==> src/design/sgram_ctrl_pkg.sv <==
// Package for the graphics DRAM command controller.
// Assumes one clock domain; the memory samples pins on rising edges.
`default_nettype none
package sgram_ctrl_pkg;
    localparam int DATA_W      = 32;
    localparam int MASK_W      = 4;
    localparam int ADDR_W      = 9;
    localparam int AP_BIT      = 8;
    localparam int READ_MASK_LAT = 2;
    localparam int FIFO_DEPTH  = 8;

    // Command codes on the host port
    typedef enum logic [3:0] {
        CMD_NOP, CMD_ACT, CMD_ACT_MW, CMD_PRE, CMD_PRE_ALL, CMD_WRITE,
        CMD_BWRITE, CMD_READ, CMD_MRS, CMD_SMRS, CMD_STOP, CMD_AREF,
        CMD_SREF, CMD_PDOWN, CMD_SUSPEND, CMD_WAKE
    } cmd_e;

    // Pin pattern: chip select, row, column, write strobes, special sel
    typedef struct packed {
        logic cs_n;
        logic ras_n;
        logic cas_n;
        logic we_n;
        logic special_function_select;
    } pins_s;

    // One request from the user side
    typedef struct packed {
        cmd_e              cmd;
        logic              bank_choice;
        logic [ADDR_W-1:0] addr;
        logic              auto_precharge_bit;
        logic [MASK_W-1:0] byte_mask;
        logic [DATA_W-1:0] wdata;
    } req_s;

    localparam int REQ_W = $bits(req_s);

    localparam pins_s PINS_DESEL = 5'h1F;
    localparam pins_s PINS_NOP   = 5'h0E;
endpackage
`default_nettype wire

==> src/design/sgram_host_ctrl.sv <==
// Host-side controller that drives a dual-bank graphics DRAM over pins.
// Assumes the memory shares core_clk_i; read data is resynchronised.
//
// Operation
// RULE1 - Special select joins strobes to pick commands
// RULE2 - Each byte mask governs one data byte
// RULE3 - High write mask stops byte storage
// RULE4 - High read mask hides byte two clocks on
// RULE5 - High mask floats byte, low enables it
// RULE6 - Data lines move on rising clock edges
// RULE7 - Block write data carries column masks
// RULE8 - Commands count only after enable high
// RULE9 - Activate opens row, select enables masking
// RULE10 - Write pattern, select gives block write
// RULE11 - Read pattern with select low
// RULE12 - All strobes low sets mode registers
// RULE13 - Burst stop, no-operation and deselect
// RULE14 - Enable falling while active suspends clock
// RULE15 - Enable fall with idle pattern powers down
// RULE16 - Power down in burst becomes suspend
// RULE17 - Enable low freezes device from next cycle
// RULE18 - Precharge bit high closes both banks
// RULE19 - Precharge pattern accepted in any state
// RULE20 - Refresh pattern: auto or self refresh
`default_nettype none

////////////////////////////////////////////////////////////////////////
// Request FIFO with back-pressure on both sides
module sgram_req_fifo #(
    parameter int WIDTH = 8,
    parameter int DEPTH = 8
) (
    input  wire logic             core_clk_i, // Clock
    input  wire logic             srst_i,     // Sync reset
    input  wire logic             in_valid_i, // Write side valid
    output logic                  in_ready_o, // Not full
    input  wire logic [WIDTH-1:0] in_data_i,  // Write word
    output logic                  out_valid_o,// Not empty
    input  wire logic             out_ready_i,// Read side takes
    output logic      [WIDTH-1:0] out_data_o  // Head word
);
    // Count one bit wider than pointers so full and empty differ
    localparam int PW = $clog2(DEPTH);
    logic [WIDTH-1:0] mem_reg [DEPTH];
    logic [PW-1:0]    wr_ptr_reg, wr_ptr_next, rd_ptr_reg, rd_ptr_next;
    logic [PW:0]      count_reg, count_next;
    logic             push, pop;

    // Pointer and count update
    // Modulo wrap keeps a non-power-of-two depth safe
    always_comb begin
        push        = in_valid_i && in_ready_o;
        pop         = out_valid_o && out_ready_i;
        wr_ptr_next = push ? PW'((wr_ptr_reg + 1'b1) % DEPTH) : wr_ptr_reg;
        rd_ptr_next = pop ? PW'((rd_ptr_reg + 1'b1) % DEPTH) : rd_ptr_reg;
        count_next  = count_reg + (PW+1)'(push) - (PW+1)'(pop);
    end

    always_ff @(posedge core_clk_i) begin
        if (srst_i) begin
            wr_ptr_reg <= '0;
            rd_ptr_reg <= '0;
            count_reg  <= '0;
        end else begin
            wr_ptr_reg <= wr_ptr_next;
            rd_ptr_reg <= rd_ptr_next;
            count_reg  <= count_next;
        end
    end

    // Storage has no reset; only valid words are ever read
    always_ff @(posedge core_clk_i) begin
        if (push) begin
            mem_reg[wr_ptr_reg] <= in_data_i;
        end
    end

    // Flags come from the count alone, so both sides react at once
    assign in_ready_o  = (count_reg != (PW+1)'(DEPTH));
    assign out_valid_o = (count_reg != '0);
    assign out_data_o  = mem_reg[rd_ptr_reg];
endmodule

////////////////////////////////////////////////////////////////////////
// Command sequencer and pin driver
module sgram_host_ctrl #(
    parameter int DEPTH = sgram_ctrl_pkg::FIFO_DEPTH
) (
    input  wire logic                           core_clk_i,  // Clock
    input  wire logic                           srst_i,      // Sync reset
    input  wire logic                           req_valid_i, // Request
    output logic                                req_ready_o, // FIFO room
    input  wire sgram_ctrl_pkg::req_s           req_i,       // Request word
    output logic                                busy_o,      // Work queued
    output logic                                rd_valid_o,  // Read word
    output logic [sgram_ctrl_pkg::DATA_W-1:0]   rd_data_o,   // Read data
    output logic                                cke_o,       // Clock enable
    output logic                                cs_n_o,      // Chip select
    output logic                                ras_n_o,     // Row strobe
    output logic                                cas_n_o,     // Column strobe
    output logic                                we_n_o,      // Write strobe
    output logic                                special_function_select_o,
    output logic                                bank_choice_o, // Bank
    output logic [sgram_ctrl_pkg::ADDR_W-1:0]   addr_o,      // Address
    output logic [sgram_ctrl_pkg::MASK_W-1:0]   byte_mask_o, // Byte masks
    output logic [sgram_ctrl_pkg::DATA_W-1:0]   data_lines_o, // Data out
    output logic                                data_lines_oe_n_o, // Low=drive
    input  wire logic [sgram_ctrl_pkg::DATA_W-1:0] data_lines_i // Data in
);
    import sgram_ctrl_pkg::*;

    typedef enum logic [1:0] {ST_RUN, ST_SUSPEND, ST_PDOWN, ST_SREF} mode_e;

    // Pin pattern per command
    // Bit order: select, row, column, write, special function
    function automatic pins_s encode(input cmd_e c);
        case (c)
            CMD_ACT:     encode = 5'b00110;               // RULE9
            CMD_ACT_MW:  encode = 5'b00111;               // RULE9
            CMD_PRE,
            CMD_PRE_ALL: encode = 5'b00100;               // RULE19
            CMD_WRITE:   encode = 5'b01000;               // RULE10
            CMD_BWRITE:  encode = 5'b01001;               // RULE10
            CMD_READ:    encode = 5'b01010;               // RULE11
            CMD_MRS:     encode = 5'b00000;               // RULE12
            CMD_SMRS:    encode = 5'b00001;               // RULE12
            CMD_STOP:    encode = 5'b01100;               // RULE13
            CMD_AREF,
            CMD_SREF:    encode = 5'b00010;               // RULE20
            default:     encode = PINS_NOP;               // RULE13
        endcase
    endfunction

    // Queue decouples user bursts from pin pacing
    logic  fifo_valid, fifo_pop;
    logic [REQ_W-1:0] fifo_data;
    req_s  head;

    sgram_req_fifo #(.WIDTH(REQ_W), .DEPTH(DEPTH)) u_fifo (
        .core_clk_i (core_clk_i),
        .srst_i     (srst_i),
        .in_valid_i (req_valid_i),
        .in_ready_o (req_ready_o),
        .in_data_i  (req_i),
        .out_valid_o(fifo_valid),
        .out_ready_i(fifo_pop),
        .out_data_o (fifo_data)
    );
    // Queued word read back as a request
    assign head = req_s'(fifo_data);

    // Registered pin state; strobes leave flops so they never glitch
    mode_e mode_reg, mode_next;
    pins_s pins_reg, pins_next;
    logic  cke_reg, cke_next;
    logic  bank_reg, bank_next;
    logic [ADDR_W-1:0] addr_reg, addr_next;
    logic [MASK_W-1:0] mask_reg, mask_next;
    logic [DATA_W-1:0] wd_reg, wd_next;
    logic  drive_reg, drive_next;
    logic [READ_MASK_LAT-1:0] rd_pipe_reg, rd_pipe_next;
    logic [DATA_W-1:0] sync1_reg, sync2_reg;
    logic [READ_MASK_LAT:0] rd_sync_reg, rd_sync_next;

    // Next pin state: one queued request per cycle
    always_comb begin
        // Defaults: deselect, hold address and masks, release data
        mode_next  = mode_reg;
        pins_next  = PINS_DESEL;
        cke_next   = cke_reg;
        bank_next  = bank_reg;
        addr_next  = addr_reg;
        mask_next  = mask_reg;
        wd_next    = wd_reg;
        drive_next = 1'b0;
        fifo_pop   = 1'b0;
        rd_pipe_next = {rd_pipe_reg[READ_MASK_LAT-2:0], 1'b0};
        if (fifo_valid) begin
            fifo_pop  = 1'b1;
            mask_next = head.byte_mask;                   // RULE2
            case (mode_reg)
                ST_RUN: begin
                    // Commands decoded only since enable was high last cycle
                    cke_next  = 1'b1;                     // RULE8
                    pins_next = encode(head.cmd);         // RULE1
                    bank_next = head.bank_choice;
                    addr_next = head.addr;
                    // Column commands carry their own auto precharge choice
                    if (head.cmd inside {CMD_PRE_ALL, CMD_WRITE, CMD_BWRITE,
                                         CMD_READ}) begin
                        addr_next[AP_BIT] = head.auto_precharge_bit; // RULE18
                    end
                    if (head.cmd == CMD_PRE_ALL) begin
                        addr_next[AP_BIT] = 1'b1;         // RULE18
                    end else if (head.cmd == CMD_PRE ||
                                 head.cmd == CMD_MRS) begin
                        addr_next[AP_BIT] = 1'b0;         // RULE12
                    end
                    if (head.cmd inside {CMD_WRITE, CMD_BWRITE}) begin
                        // Block write carries column/byte masks on data
                        wd_next    = head.wdata;          // RULE7
                        drive_next = 1'b1;                // RULE3
                    end
                    // Read tracking runs on in suspend; keep reads clear of it
                    if (head.cmd == CMD_READ) begin
                        rd_pipe_next[0] = 1'b1;           // RULE4
                    end
                    // Enable drops with the pattern, so the entry is decoded
                    if (head.cmd == CMD_SREF) begin
                        cke_next  = 1'b0;                 // RULE20
                        mode_next = ST_SREF;
                    end else if (head.cmd == CMD_PDOWN) begin
                        // Device treats this as suspend during a burst
                        cke_next  = 1'b0;                 // RULE15
                        pins_next = PINS_NOP;             // RULE16
                        mode_next = ST_PDOWN;
                    end else if (head.cmd == CMD_SUSPEND) begin
                        cke_next  = 1'b0;                 // RULE14
                        mode_next = ST_SUSPEND;
                    end
                end
                ST_SUSPEND: begin
                    // Device frozen; any request wakes it
                    cke_next  = 1'b1;                     // RULE14
                    pins_next = PINS_NOP;                 // RULE17
                    // A wake request is used up; others run next
                    fifo_pop  = (head.cmd == CMD_WAKE);
                    mode_next = ST_RUN;
                end
                ST_PDOWN, ST_SREF: begin
                    // Exit with a deselect pattern, enable rising
                    cke_next  = 1'b1;                     // RULE15
                    pins_next = PINS_DESEL;               // RULE20
                    fifo_pop  = (head.cmd == CMD_WAKE);
                    mode_next = ST_RUN;
                end
                default: mode_next = ST_RUN;
            endcase
        end
    end

    // Pin and mode registers; all pins launch on rising edge
    always_ff @(posedge core_clk_i) begin
        if (srst_i) begin
            mode_reg    <= ST_RUN;
            pins_reg    <= PINS_DESEL;
            cke_reg     <= 1'b1;
            bank_reg    <= 1'b0;
            addr_reg    <= '0;
            mask_reg    <= '1;
            wd_reg      <= '0;
            drive_reg   <= 1'b0;
            rd_pipe_reg <= '0;
        end else begin
            mode_reg    <= mode_next;
            pins_reg    <= pins_next;
            cke_reg     <= cke_next;
            bank_reg    <= bank_next;
            addr_reg    <= addr_next;
            mask_reg    <= mask_next;
            wd_reg      <= wd_next;
            drive_reg   <= drive_next;                    // RULE6
            rd_pipe_reg <= rd_pipe_next;
        end
    end

    // Read capture: two-flop sync, valid delayed to one cycle past the data
    always_comb begin
        rd_sync_next = {rd_sync_reg[READ_MASK_LAT-1:0],
                        rd_pipe_reg[READ_MASK_LAT-1]};
    end

    always_ff @(posedge core_clk_i) begin
        if (srst_i) begin
            // Cleared so no stale word looks like read data
            sync1_reg   <= '0;
            sync2_reg   <= '0;
            rd_sync_reg <= '0;
        end else begin
            sync1_reg   <= data_lines_i;                  // RULE6
            sync2_reg   <= sync1_reg;
            rd_sync_reg <= rd_sync_next;
        end
    end

    // Pins straight from flops; status from queue and read pipe
    assign cs_n_o                    = pins_reg.cs_n;
    assign ras_n_o                   = pins_reg.ras_n;
    assign cas_n_o                   = pins_reg.cas_n;
    assign we_n_o                    = pins_reg.we_n;
    assign special_function_select_o = pins_reg.special_function_select;
    assign cke_o                     = cke_reg;
    assign bank_choice_o             = bank_reg;
    assign addr_o                    = addr_reg;
    assign byte_mask_o               = mask_reg;          // RULE5
    assign data_lines_o              = wd_reg;
    assign data_lines_oe_n_o         = ~drive_reg;
    // Read strobe rises one cycle after the word reaches rd_data_o
    assign rd_valid_o                = rd_sync_reg[READ_MASK_LAT];
    assign rd_data_o                 = sync2_reg;
    assign busy_o                    = fifo_valid;
endmodule
`default_nettype wire

==> config.mk <==
export PLATFORM = sky130hd
export DESIGN_NAME = sgram_host_ctrl
export DESIGN_NICKNAME = d
export VERILOG_FILES = /design/src/design/sgram_ctrl_pkg.sv /design/src/design/sgram_host_ctrl.sv
export SDC_FILE = /design/constraint.sdc
export NUM_CORES = 1
export LEC_CHECK = 0
export CORE_MARGIN = 5
export CORE_UTILIZATION = 45
export CTS_CLUSTER_DIAMETER = 80
export DETAILED_ROUTE_END_ITERATION = 12
export DONT_BUFFER_PORTS = 1
export PLACE_DENSITY = 0.57
export SKIP_CTS_REPAIR_TIMING = 1
export SYNTH_ARGS = -nofsm -noshare
export SYNTH_HDL_FRONTEND = slang
export SYNTH_SLANG_ARGS = --single-unit
==> constraint.sdc <==
create_clock -name core_clk_i -period 11.9 [get_ports core_clk_i]
set_clock_uncertainty 0.05 [all_clocks]
set_input_delay 1.19 -clock core_clk_i [delete_from_list [all_inputs] [get_ports core_clk_i]]
set_output_delay 1.19 -clock core_clk_i [all_outputs]
set_load 0.1 [all_outputs]
==> results of run 1 <==
[per-layer routing]
layer | GRT usage | wire length, µm
met2 | 0.276 | 19500
met1 | 0.219 | 17200
met5 | 0 | 0
met4 | 0.0374 | 702
met3 | 0.0528 | 2970
[critical path: cells and delay by family (launching register included)]
family	cells	cell delay [ns]
multiplexers	2	0.76
AND/OR/NAND/NOR	2	1.16
buffers and inverters	2	1.07
flip-flops	1	0.61
AO/OA/AOI/OAI	1	0.15
[cells in the final DEF (no fill, tap or decap), types with 5 or more instances in the layout]
cell type,n
nand2_1,15
clkbuf_1,11
mux2i_1,52
clkinv_2,15
clkbuf_8,6
nor2_1,24
a21oi_1,38
a211oi_2,30
dfxtp_1,134
buf_4,17
ha_1,7
edfxtp_1,408
o21ai_0,9
clkbuf_16,57
nand2b_1,11
inv_1,8
nor2b_1,71
a211oi_1,14
mux4_2,102
clkinv_1,5
nor2_4,6
[kinds of logic after synthesis]
family,count (synthesis)
DFF,545
muxes,162
and+or+nand+nor,145
AOI/OAI and AO/OA,102
buffers and inverters,62
adders and majority gates,8
xor gates and xnor gates,4
[stage by stage]
stage	total power [W]	worst slack, ns	util	hold slack (ns)	std cells
2_1_floorplan	0.00386	6.13	-	0.364	1028
6_report	0.00576	7.85	0.510	0.384	1688
4_1_cts	0.00584	7.80	0.510	0.386	1687
3_3_place_gp	0.00415	7.88	0.470	0.367	1583
3_5_place_dp	0.00416	7.82	0.470	0.372	1583
5_1_grt	0.00603	7.65	0.510	0.400	1687
[power groups by stage]
stage / Combinational, W / Sequential [W] / Clock, W
2_1_floorplan: 0.000986 / 0.00287 / 0
3_3_place_gp: 0.00117 / 0.00297 / 0
3_5_place_dp: 0.00118 / 0.00298 / 0
4_1_cts: 0.00119 / 0.00294 / 0.00172
5_1_grt: 0.00128 / 0.00295 / 0.00180
6_report: 0.00117 / 0.00293 / 0.00167
[cell type report]
cell class                      count  area share
Inverter                            8     0.00134
Multi-Input combinational cell    421       0.212
Clock inverter                     26     0.00864
Antenna cell                        1    0.000112
Sequential cell                   545       0.669
Tap cell                          592      0.0330
Timing Repair Buffer               17     0.00569
Clock buffer                       78      0.0701
[worst max path at each step]
stage	slack, ns	endpoint
after floorplan	6.13	u_fifo.mem_reg[0][0]$_DFFE_PP_
after global placement	7.88	data_lines_o[31]$_SDFFE_PP0P_
after detailed placement	7.82	data_lines_o[14]$_SDFFE_PP0P_
after CTS	7.80	data_lines_o[10]$_SDFFE_PP0P_
after global routing	7.65	data_lines_o[0]$_SDFFE_PP0P_
final	7.85	data_lines_o[13]$_SDFFE_PP0P_
==> out/summary.txt, run 1 <==
Yosys cell types: 44
Share of post-route cells with drive strength above 1: 0.237
Max-Cap Viols: 0
Global-route wire length before repair: 60700 µm
Clock-pin slew on the worst setup and hold paths: 0.06 ns
Syn Inst Count: 1028
Core Rows: 77
Synth top area share: 0.613
Num CTS Buffers: 55
Area grow syn2layout: 12.3%
H-tree depth: 2
Data arrival, critical path: 4.42 ns
Peak VDD IR: 0.128 mV
DRC viols: 0
DR pass1 iterations: 5
IO Count: 174
Simple-gate share of the synthesized area: 0.0399
Final GP Congestion: 0.757
Pwr dens: 257 nW/µm²
Initial drt markers: 556
Clk sink count: 545
Synth top cells by count: edfxtp_1 (408), dfxtp_1 (137), mux4_2 (102)
Final nets: 1142
Final setup violation count: 0
Vias per cell: 5.38
Worst Hold Class: reg -> reg
Internal power: 0.00370 W
Top post-synthesis cells by area: edfxtp_1 (61%), dfxtp_1 (14%), mux4_2 (11%), mux2i_1 (2.6%), nor2b_1 (2.2%)
Reg2Reg Depth: 7
CTS tree: built
Core area: 44000 µm²
Combinational family with the most area after synthesis: multiplexers
Root Driver: clkbuf_16
Finished layout cell area: 22400 µm²
Fillers: 3561
Sequential share of the synthesized area: 0.750
Clock power frac: 0.289
DR vias: 9078
Max reg flops: 408
I/O Buffers: 0
Post-Syn Area: 20000 µm²
Ys Warns: 0
Die W: 221 µm
Syn Area/Cell: 19.4 µm²
Synth Area in Adders: 0.00538
Total grt overflow: 0
Rel. slew slack: 0.236
Depth of the worst hold-timing path: 1
CP endpoint kind: register
Worst EP required: 12.28 ns
Worst Max-Slew Pin Slew: 1.15 ns
Max Fclk: 0.247 GHz
Period minus WS final: 4.05 ns
CTS Buffer Depth: 3
Combinational power share: 0.202
Post-synth top flop: edfxtp_1
Critical path class: reg -> reg
ANT nets after route: 0
Pin count of the biggest net entering global routing: 134
Chain of cells forming the critical path: buf_4 -> mux4_2 -> mux2_4 -> nor3_4 -> buf_4 -> and2_2 -> a211oi_2
Most common cell in the synthesized netlist: edfxtp_1
DP Area: 20700 µm²
Min-delay src: sync1_reg[10]$_SDFF_PP0_
CP Max Fanout: 35
Most used cell, CP: buf_4
Insertion delay to the later sink of the worst-skew pair: 0.60 ns
Synth Area in Compound Gates: 0.0405
Post-synth top area cell: edfxtp_1
R2R Setup Slk: 7.85 ns
Detailed placement HPWL: 23200 µm
Multi-input logic area: 4770 µm²
Mux contribution to synthesized area: 0.147
Hold Path End: rd_data_o[10]$_SDFF_PP0_
Wire per inst: 23.9 µm
Reg2Reg Capture Point: data_lines_o[13]$_SDFFE_PP0P_
Initial antenna violation count: 0
Max-slew violation count: 0
Post-synth EDFFs: 408
#FFs+latches synth: 545
Synth Area in XOR/XNOR: 0.00213
Die Ht: 221 µm
Max stage delay cell, worst path: and2_2
Setup TNS: 0 ns
CP Launch Type: register
CP max stage delay: 0.98 ns
Vias in the first global route: 9616
Seq. cell area: 15000 µm²
DIE AREA: 48700 µm²
Pleak: 7.11 nW
Initial Utilization: 0.454
Syn Nets: 1122
Sequential power share: 0.508
Final Cycle Share: 0.340
NetSw: 0.00206 W
Sw frac: 0.358
RSZ-0062 raised after global routing: no
Gr usage total: 0.167
Outcome: finished, final reports clean
Final WL: 40400 µm
Ys async rst share: 0
Final Hold Viols: 0
(Power assumes the default switching activity.)
==> run 2, diff against run 1 <==
==> constraint.sdc (replaced) <==
create_clock -name core_clk_i -period 4.1 [get_ports core_clk_i]
set_clock_uncertainty 0.05 [all_clocks]
set_input_delay 0.41 -clock core_clk_i [delete_from_list [all_inputs] [get_ports core_clk_i]]
set_output_delay 0.41 -clock core_clk_i [all_outputs]
set_load 0.1 [all_outputs]
==> run 2 against run 1 <==
Net effect:
- non-clock buffer count increased by 97
- wire length increased by 4.1%
- core utilization increased by 2.4 points
- hold slack got worse by 0.39 ns
- the run now ends with negative hold slack left
- sequential power increased to 2.9 times the previous value
- final cell count increased by 5.9%
- sequential cell count unchanged
- via count increased by 6.2%
- global-route usage increased by 0.29 points
- clock-buffer cell count increased by 9
- die area unchanged
- final area increased by 4.8%
==> out/summary.txt, run 2 (synthesis gave the netlist of run 1 again) <==
DR vias: 9640
CP Launch Type: register
Multi-input logic area: 4780 µm²
Initial antenna violation count: 7
Setup TNS: 0 ns
Pin count of the biggest net entering global routing: 134
Area grow syn2layout: 17.7%
Num CTS Buffers: 56
Hold Path End: u_fifo.rd_ptr_reg[1]$_SDFFE_PP0P_
Wire per inst: 23.5 µm
Pleak: 7.55 nW
DIE AREA: 48700 µm²
Max-Cap Viols: 0
Root Driver: clkbuf_16
Share of post-route cells with drive strength above 1: 0.229
Critical path class: reg -> reg
Violated checks: negative hold slack
Reg2Reg Depth: 10
Clock-pin slew on the worst setup and hold paths: 0.06 ns
Outcome: complete, but fails checks
Reg2Reg Capture Point: u_fifo.count_reg[2]$_SDFF_PP0_
DR top layer: met5
CTS Buffer Depth: 3
Finished Layout Cells: 1788
Core Rows: 77
Vias per cell: 5.39
Final Hold Viols: 1
Final setup margin: 1.21 ns
CP Max Fanout: 10
I/O Buffers: 0
Min-delay src: srst_i
Seq. cell area: 15000 µm²
Worst Hold Class: in -> reg
CP endpoint kind: register
Max Fclk: 0.346 GHz
Core area: 44000 µm²
H-tree depth: 2
IO Count: 174
Worst EP required: 4.50 ns
Die Ht: 221 µm
Clk sink count: 545
Final setup violation count: 0
Rel. slew slack: 0.245
Final WL: 42000 µm
Worst Max-Slew Pin Slew: 1.13 ns
R2R Setup Slk: 1.21 ns
Depth of the worst hold-timing path: 2
Gr usage total: 0.170
Final Cycle Share: 0.705
Dpl cells: 1596
Data arrival, critical path: 3.29 ns
Peak VDD IR: 0.464 mV
Met3 wire length: 2670 µm
Initial Utilization: 0.454
Period minus WS final: 2.89 ns
Pwr dens: 723 nW/µm²
Total grt overflow: 0
Fillers: 3459
Max reg flops: 408
Final GP Congestion: 0.722
CTS tree: built
Final nets: 1240
Wl on met1: 17900 µm
Max-slew violation count: 0
ANT nets after route: 0
DR pass1 iterations: 4
Pre-CTS WS: 1.23 ns
DRC viols: 0
Initial drt markers: 571
Wire length on met2: 20600 µm
RSZ-0062 raised after global routing: no
Leading cell type in the layout, fill and taps excluded: edfxtp_1
Insertion delay to the later sink of the worst-skew pair: 0.60 ns
Detailed placement HPWL: 23300 µm
Global-route wire length before repair: 61800 µm
Vias in the first global route: 9721
Die W: 221 µm
Most frequent cells in the layout: edfxtp_1 (408), dfxtp_1 (134), mux4_2 (102)
Final hold slack: -0.00837 ns
-- run 2: cell types whose count changed in the layout (fill, tap and decap cells not counted), sizes merged --
cell / change
bufinv: -2
inv: +1
buf: +14
clkinv: -8
diode: +2
dlygate4sd3: +83
clkbuf: +9
clkinvlp: +1
-- run 2: how the worst max path moves through the flow --
stage | from | to | slack (ns) | cells after the start
final | register | u_fifo.count_reg[2]$_SDFF_PP0_ | 1.21 | 10
after global routing | register | u_fifo.count_reg[2]$_SDFF_PP0_ | 0.98 | 10
after CTS | register | u_fifo.count_reg[1]$_SDFF_PP0_ | 1.21 | 9
after detailed placement | register | u_fifo.count_reg[1]$_SDFF_PP0_ | 1.23 | 9
after global placement | register | u_fifo.count_reg[2]$_SDFF_PP0_ | 1.25 | 10
after floorplan | u_fifo.count_reg[2]$_SDFF_PP0_ | u_fifo.mem_reg[6][0]$_DFFE_PP_ | 0.36 | 5
-- run 2: metal layers --
metal | global-route usage | vias to the layer above
met2 | 0.280 | 260
met5 | 0 | -
li1 | - | 4309
met3 | 0.0510 | 65
met4 | 0.0484 | 8
met1 | 0.221 | 4998
-- run 2: stage by stage --
stage / area, µm² / utilization / total power (W)
after floorplan: 20000 / - / 0.0112
after global placement: 20800 / 0.473 / 0.0121
after detailed placement: 20800 / 0.473 / 0.0121
after CTS: 22600 / 0.514 / 0.0171
after global routing: 23500 / 0.534 / 0.0178
final: 23500 / 0.534 / 0.0170
-- run 2: layout make-up --
| type | count | share of cell area |
|---|---|---|
| well taps | 592 | 0.0315 |
| clock buffers | 87 | 0.0716 |
| repair buffers | 114 | 0.0487 |
| inverters | 8 | 0.00128 |
| multi-input cells | 421 | 0.203 |
| diodes | 3 | 0.000319 |
| clock inverters | 18 | 0.00506 |
| flip-flops and latches | 545 | 0.638 |
-- run 2: critical path: stages, from the launching register on --
cell and delay, ns:
dfxtp_4 0.34, inv_1 0.43, mux2_2 0.38, a41oi_2 0.22
or3_1 0.44, nand2_1 0.08, ha_1 0.16, inv_1 0.06
fa_1 0.40, xor2_1 0.14, nor2_1 0.05
-- run 2: report_power, final --
part	leakage [nW]	switching [W]	total, W	internal, W
logic	1.82	0.00213	0.00373	0.00160
registers	4.83	0.00192	0.00836	0.00644
clock network	0.895	0.00207	0.00490	0.00283
